[src/design/gyro_trim_pkg.sv]
package gyro_trim_pkg;

   // Register index width of the serial register port.
   localparam int ADDR_W = 7;

   // Self-test reference registers, one per axis, index 0 is X.
   localparam logic [2:0][6:0] ADDR_ST = {7'h02, 7'h01, 7'h00};

   // Thermal compensation pairs, high and low byte per axis.
   localparam logic [2:0][6:0] ADDR_TC_HIGH = {7'h0A, 7'h07, 7'h04};
   localparam logic [2:0][6:0] ADDR_TC_LOW = {7'h0B, 7'h08, 7'h05};

   // User bias pairs, high and low byte per axis.
   localparam logic [2:0][6:0] ADDR_BIAS_HIGH = {7'h17, 7'h15, 7'h13};
   localparam logic [2:0][6:0] ADDR_BIAS_LOW = {7'h18, 7'h16, 7'h14};

   // Field layout of the high compensation byte.
   localparam int TC_HIGH_LSB = 0;
   localparam int TC_HIGH_W = 2;
   localparam int TC_W = 10;

   // Reset values.
   localparam logic [7:0] ST_RESET = 8'h00;
   localparam logic [9:0] TC_RESET = 10'h000;
   localparam logic [15:0] BIAS_RESET = 16'h0000;
   localparam logic [7:0] UNMAPPED_READ = 8'h00;

   // Factory trim delivered by the one-time memory.
   typedef struct packed {
      logic [2:0][7:0] selftest;
      logic [2:0][9:0] thermal;
   } factory_trim_t;

   // One 16-bit rate word per axis, index 0 is X.
   typedef struct packed {
      logic [2:0][15:0] axis;
   } rate_triplet_t;

   // Signed compensation coefficients per axis.
   typedef struct packed {
      logic [2:0][9:0] coef;
   } thermal_coef_t;

endpackage

[src/design/gyro_offset_trim_registers.sv]
`timescale 1ns/100ps
`default_nettype none

module gyro_offset_trim_registers (
   input wire logic i_core_clk,
   input wire logic i_nrst,
   input wire logic i_device_reset,
   input wire gyro_trim_pkg::factory_trim_t i_factory_trim,
   input wire logic [6:0] i_reg_addr,
   input wire logic i_reg_wr_en,
   input wire logic [7:0] i_reg_wr_data,
   input wire logic i_reg_rd_en,
   output logic [7:0] o_reg_rd_data,
   output logic o_reg_rd_valid,
   input wire logic i_raw_valid,
   input wire gyro_trim_pkg::rate_triplet_t i_raw_rate,
   output gyro_trim_pkg::rate_triplet_t o_rate_out,
   output logic o_rate_valid,
   output gyro_trim_pkg::thermal_coef_t o_thermal_coef,
   output logic [2:0] o_tc_active,
   output logic o_active
);

   // Register address match, used by every write strobe and the read mux.
   function automatic logic addr_hit(input logic [6:0] addr, input logic [6:0] target);
      addr_hit = (addr == target);
   endfunction

   logic load_pending_r;
   logic active_r;
   logic do_load;
   logic [2:0][7:0] st_r;
   logic [2:0][9:0] tc_r;
   logic [2:0][15:0] bias_r;
   logic [7:0] rd_data_r;
   logic [7:0] rd_data_nxt;
   logic rd_valid_r;
   logic [2:0] wr_st;
   logic [2:0] wr_tc_high;
   logic [2:0] wr_tc_low;
   logic [2:0] wr_bias_high;
   logic [2:0] wr_bias_low;
   logic [2:0] rate_valid;

   // Trim is loaded on the first edge after reset release and on device reset.
   assign do_load = load_pending_r | i_device_reset;

   // Power-up sequencing: load once, then enter active mode by itself.
   always_ff @(posedge i_core_clk or negedge i_nrst) begin
      if (!i_nrst) begin
         load_pending_r <= 1'b1;
         active_r <= 1'b0;
      end else begin
         load_pending_r <= 1'b0;
         if (load_pending_r) begin
            active_r <= 1'b1;
         end
      end
   end

   assign o_active = active_r;

   genvar g;
   generate
      // Identical storage for each axis.
      for (g = 0; g < 3; g++) begin : g_axis
         assign wr_st[g] = i_reg_wr_en && addr_hit(i_reg_addr, gyro_trim_pkg::ADDR_ST[g]);
         assign wr_tc_high[g] = i_reg_wr_en
            && addr_hit(i_reg_addr, gyro_trim_pkg::ADDR_TC_HIGH[g]);
         assign wr_tc_low[g] = i_reg_wr_en
            && addr_hit(i_reg_addr, gyro_trim_pkg::ADDR_TC_LOW[g]);
         assign wr_bias_high[g] = i_reg_wr_en
            && addr_hit(i_reg_addr, gyro_trim_pkg::ADDR_BIAS_HIGH[g]);
         assign wr_bias_low[g] = i_reg_wr_en
            && addr_hit(i_reg_addr, gyro_trim_pkg::ADDR_BIAS_LOW[g]);

         // Self-test reference: factory value on load, else software writes.
         always_ff @(posedge i_core_clk or negedge i_nrst) begin
            if (!i_nrst) begin
               st_r[g] <= gyro_trim_pkg::ST_RESET;
            end else if (do_load) begin
               st_r[g] <= i_factory_trim.selftest[g];
            end else if (wr_st[g]) begin
               st_r[g] <= i_reg_wr_data;
            end
         end

         // Compensation pair: load restores factory trim over any software value.
         always_ff @(posedge i_core_clk or negedge i_nrst) begin
            if (!i_nrst) begin
               tc_r[g] <= gyro_trim_pkg::TC_RESET;
            end else if (do_load) begin
               tc_r[g] <= i_factory_trim.thermal[g];
            end else if (wr_tc_high[g]) begin
               tc_r[g][9:8] <= i_reg_wr_data[1:0];
            end else if (wr_tc_low[g]) begin
               tc_r[g][7:0] <= i_reg_wr_data;
            end
         end

         // User bias: cleared on load, written a byte at a time.
         always_ff @(posedge i_core_clk or negedge i_nrst) begin
            if (!i_nrst) begin
               bias_r[g] <= gyro_trim_pkg::BIAS_RESET;
            end else if (do_load) begin
               bias_r[g] <= gyro_trim_pkg::BIAS_RESET;
            end else if (wr_bias_high[g]) begin
               bias_r[g][15:8] <= i_reg_wr_data;
            end else if (wr_bias_low[g]) begin
               bias_r[g][7:0] <= i_reg_wr_data;
            end
         end

         // Coefficient goes out as stored; o_tc_active flags it applied only when nonzero.
         assign o_thermal_coef.coef[g] = tc_r[g];
         assign o_tc_active[g] = (tc_r[g] != gyro_trim_pkg::TC_RESET);

         bias_adder u_bias_adder (
            .i_core_clk(i_core_clk),
            .i_nrst(i_nrst),
            .i_valid(i_raw_valid),
            .i_raw(i_raw_rate.axis[g]),
            .i_bias(bias_r[g]),
            .o_sum(o_rate_out.axis[g]),
            .o_valid(rate_valid[g])
         );
      end
   endgenerate

   assign o_rate_valid = rate_valid[0];

   // Read mux; reserved high bits and unmapped addresses read zero.
   always_comb begin
      rd_data_nxt = gyro_trim_pkg::UNMAPPED_READ;
      for (int i = 0; i < 3; i++) begin
         if (addr_hit(i_reg_addr, gyro_trim_pkg::ADDR_ST[i])) begin
            rd_data_nxt = st_r[i];
         end else if (addr_hit(i_reg_addr, gyro_trim_pkg::ADDR_TC_HIGH[i])) begin
            rd_data_nxt = {6'h00, tc_r[i][9:8]};
         end else if (addr_hit(i_reg_addr, gyro_trim_pkg::ADDR_TC_LOW[i])) begin
            rd_data_nxt = tc_r[i][7:0];
         end else if (addr_hit(i_reg_addr, gyro_trim_pkg::ADDR_BIAS_HIGH[i])) begin
            rd_data_nxt = bias_r[i][15:8];
         end else if (addr_hit(i_reg_addr, gyro_trim_pkg::ADDR_BIAS_LOW[i])) begin
            rd_data_nxt = bias_r[i][7:0];
         end
      end
   end

   // Read data is registered and held until the next read.
   always_ff @(posedge i_core_clk or negedge i_nrst) begin
      if (!i_nrst) begin
         rd_data_r <= gyro_trim_pkg::UNMAPPED_READ;
         rd_valid_r <= 1'b0;
      end else begin
         if (i_reg_rd_en) begin
            rd_data_r <= rd_data_nxt;
         end
         rd_valid_r <= i_reg_rd_en;
      end
   end

   assign o_reg_rd_data = rd_data_r;
   assign o_reg_rd_valid = rd_valid_r;
endmodule

`default_nettype wire

[src/design/bias_adder.sv]
`timescale 1ns/100ps
`default_nettype none

module bias_adder (
   input wire logic i_core_clk,
   input wire logic i_nrst,
   input wire logic i_valid,
   input wire logic [15:0] i_raw,
   input wire logic [15:0] i_bias,
   output logic [15:0] o_sum,
   output logic o_valid
);

   logic [15:0] sum_r;
   logic [15:0] sum_nxt;
   logic valid_r;

   // Wrapping two's-complement sum of the sample and the user bias.
   assign sum_nxt = 16'($signed(i_raw) + $signed(i_bias));

   // Output word is registered and held until the next sample.
   always_ff @(posedge i_core_clk or negedge i_nrst) begin
      if (!i_nrst) begin
         sum_r <= 16'h0000;
         valid_r <= 1'b0;
      end else begin
         if (i_valid) begin
            sum_r <= sum_nxt;
         end
         valid_r <= i_valid;
      end
   end

   assign o_sum = sum_r;
   assign o_valid = valid_r;

endmodule

`default_nettype wire

[config.mk]
export PLATFORM = sky130hd
export DESIGN_NAME = gyro_offset_trim_registers
export DESIGN_NICKNAME = d
export VERILOG_FILES = /design/src/design/gyro_trim_pkg.sv /design/src/design/gyro_offset_trim_registers.sv /design/src/design/bias_adder.sv
export SDC_FILE = /design/constraint.sdc
export NUM_CORES = 1
export LEC_CHECK = 0
export ABC_AREA = 1
export BUFFER_PORTS_ARGS = -buffer_cell sky130_fd_sc_hd__buf_2
export CAP_MARGIN = 5
export CORE_MARGIN = 1
export CORE_UTILIZATION = 47
export CTS_BUF_LIST = sky130_fd_sc_hd__clkbuf_4
export DETAILED_ROUTE_END_ITERATION = 6
export PLACE_DENSITY = 0.77
export SETUP_SLACK_MARGIN = 0.4
export SYNTH_ARGS = -nofsm -noshare
export SYNTH_HDL_FRONTEND = slang
export SYNTH_HIERARCHICAL = 1
export SYNTH_SLANG_ARGS = --single-unit
[constraint.sdc]
create_clock -name i_core_clk -period 2.2 [get_ports i_core_clk]
set_input_delay 0.22 -clock i_core_clk [delete_from_list [all_inputs] [get_ports i_core_clk]]
set_output_delay 0.22 -clock i_core_clk [all_outputs]
set_load 0.01 [all_outputs]
==> flow_summary.json <==
{
  "clock-sinks": 162,
  "path_cells": "nor4_2 > nand4_1 > buf_2",
  "start_util": 0.483,
  "clk_pin_slew_worst_paths_ps": 160,
  "critPathArrivalTime_ps": 1650,
  "maxCapViolations": 0,
  "grt_setup_unrepaired": "true",
  "cts_htree_levels": 4,
  "hold_class": "in2reg",
  "dieArea_um2": 22400,
  "worst-path-max-fanout": 4,
  "drive_above_1_share": 0.238,
  "fin_nets": 1919,
  "portBuffers": 214,
  "grt_use_total": 0.292,
  "r2r_cells": 6,
  "yosys_warnings": 6,
  "grt_pass1_wl_um": 50400,
  "worstMarginPinSlew_ps": 692,
  "cpLargestDelayFamily": "flip-flops",
  "outcome": "complete, no violations",
  "r2r-start": "load_pending_r",
  "place_congestion": 0.964,
  "vias": 10800,
  "worstSetupPathType": "reg2out",
  "viasPerCell": 5.29,
  "r2r_slack_ps": 350,
  "wl_per_cell_um": 16.0,
  "worstPathBufferInverterCount": 1,
  "clockBufferDepth": 2,
  "rows": 53,
  "clk_latency_ps": 580,
  "crit_path_start_kind": "flip-flop",
  "fill_cells": 1940,
  "peakVddDrop_mv": 0.358,
  "cp-end-kind": "output pin",
  "pwr_density_cell_nw_per_um2": 558,
  "dp_cells": 1917,
  "die_h_um": 150,
  "whs_path_depth": 6,
  "finalNonFillerCells": 2037,
  "worstReg2RegEnd": "o_thermal_coef[11]",
  "cts_made_buffers": 17,
  "syn_area_um2": 10300,
  "place_hpwl_um": 24000,
  "setup_violations": 0,
  "finalClockSkew_ps": 25.7,
  "final_cell_mix": "537 x nand2_1, 213 x buf_2, 154 x dfrtp_1, 145 x inv_1, 96 x nor2_1",
  "min-delay-start": "i_raw_rate[15]",
  "critPathSlowestCell": "dfrtp_1",
  "routed_wl_um": 32700,
  "fin_crit_sh": 0.850,
  "holdPathEnd": "g_axis[0].u_bias_adder/o_sum[15]",
  "grt_overflow": 0,
  "hold_viol": 0,
  "fmax_ghz": 0.535,
  "root_buffer": "clkbuf_4",
  "cts_tree": "yes",
  "slew_violations": 0,
  "syn_inst": 1445,
  "drt_iter0_markers": 902,
  "areaGrowthSynthToFinish_pct": 26.4,
  "layout_min_cycle_time_ps": 1870,
  "avgSynthCellArea_um2": 7.10,
  "drc": 0,
  "antenna_found_initial": 2,
  "holdWs_ps": 35.0,
  "grt_pass1_vias": 9848,
  "worst_slack_ps": 330,
  "dp_slack_ps": 317,
  "synthesis.nets": 1616,
  "dr.pass1.iters": 6,
  "fin_tns_setup_ps": 0,
  "fp.coreArea_um2": 21200,
  "relSlewSlack": 0.537,
  "die_w_um": 150,
  "layout_commonest_cell": "nand2_1",
  "grt_max_degree": 61,
  "leakagePower_uw": 0.00693,
  "ios": 215,
  "antenna_left": 0,
  "required_ps": 1980,
  "cpPeakStageDelay_ps": 490
}
[power by group]
part           internal (µW)  switching [µW]
Clock                    688            1170
Combinational            773            1090
Sequential              3270             243
Total                   4730            2510
[flip-flops by register name, summed over array words and instances (netlist names)]
register	count
o_reg_rd_data	8
g_axis.u_bias_adder/o_sum	48
g_axis.u_bias_adder/o_valid	1
o_active	1
bias_r	48
load_pending_r	1
o_reg_rd_valid	1
st_r	24
o_thermal_coef	30
[through the flow]
| stage | total power (µW) | utilization | area (µm²) |
|---|---|---|---|
| after global routing | 7620 | 0.611 | 13000 |
| final | 7240 | 0.611 | 13000 |
| after floorplan | 4490 | - | 10300 |
| after CTS | 7160 | 0.597 | 12700 |
| after detailed placement | 5200 | 0.548 | 11600 |
| after global placement | 5150 | 0.548 | 11600 |
[final cells by class]
cell class / instances / area (µm²) / share of cell area
antenna: 1 / 2.50 / 0.000193
sequential: 162 / 4060 / 0.313
multi-input combinational: 1075 / 5570 / 0.430
timing repair buffer: 317 / 2050 / 0.158
tap: 275 / 344 / 0.0265
inverter: 175 / 658 / 0.0508
clock inverter: 15 / 154 / 0.0119
clock buffer: 17 / 128 / 0.00984
[worst max path at each step]
stage	startpoint	endpoint	cells after the start
global route	o_thermal_coef[14]	o_tc_active[1]	3
detailed placement	load_pending_r	o_thermal_coef[27]	7
global placement	i_reg_addr[4]	o_reg_rd_data[4]	11
finish	o_thermal_coef[14]	o_tc_active[1]	3
CTS	o_thermal_coef[10]	o_tc_active[1]	3
floorplan	bias_r[32]	g_axis[2].u_bias_adder/o_sum[8]	10
[worst register-to-register path, cell delays in order, from the launching register on]
cell and delay [ps]:
dfstp_2 580, nor2_4 60, buf_4 150, nand2_1 240, clkinv_2 300, a21oi_1 280
o21ai_0 150
[per-layer routing]
layer	vias to the layer above	GRT usage	routed length (µm)
met3	72	0.0424	2970
li1	5213	-	-
met1	4944	0.409	14000
met2	556	0.462	14800
met5	-	0	0
met4	0	0.0985	903
[repair_timing]
action / in CTS / in global routing
gates resized for setup: 12 / 37
hold buffers: 63 / 0
pin swaps: 0 / 4
endpoints found under the setup margin: 45 / 32
buffers inserted: 14 / 10
endpoints found under the hold margin: 114 / 0
(Power assumes the default switching activity.)
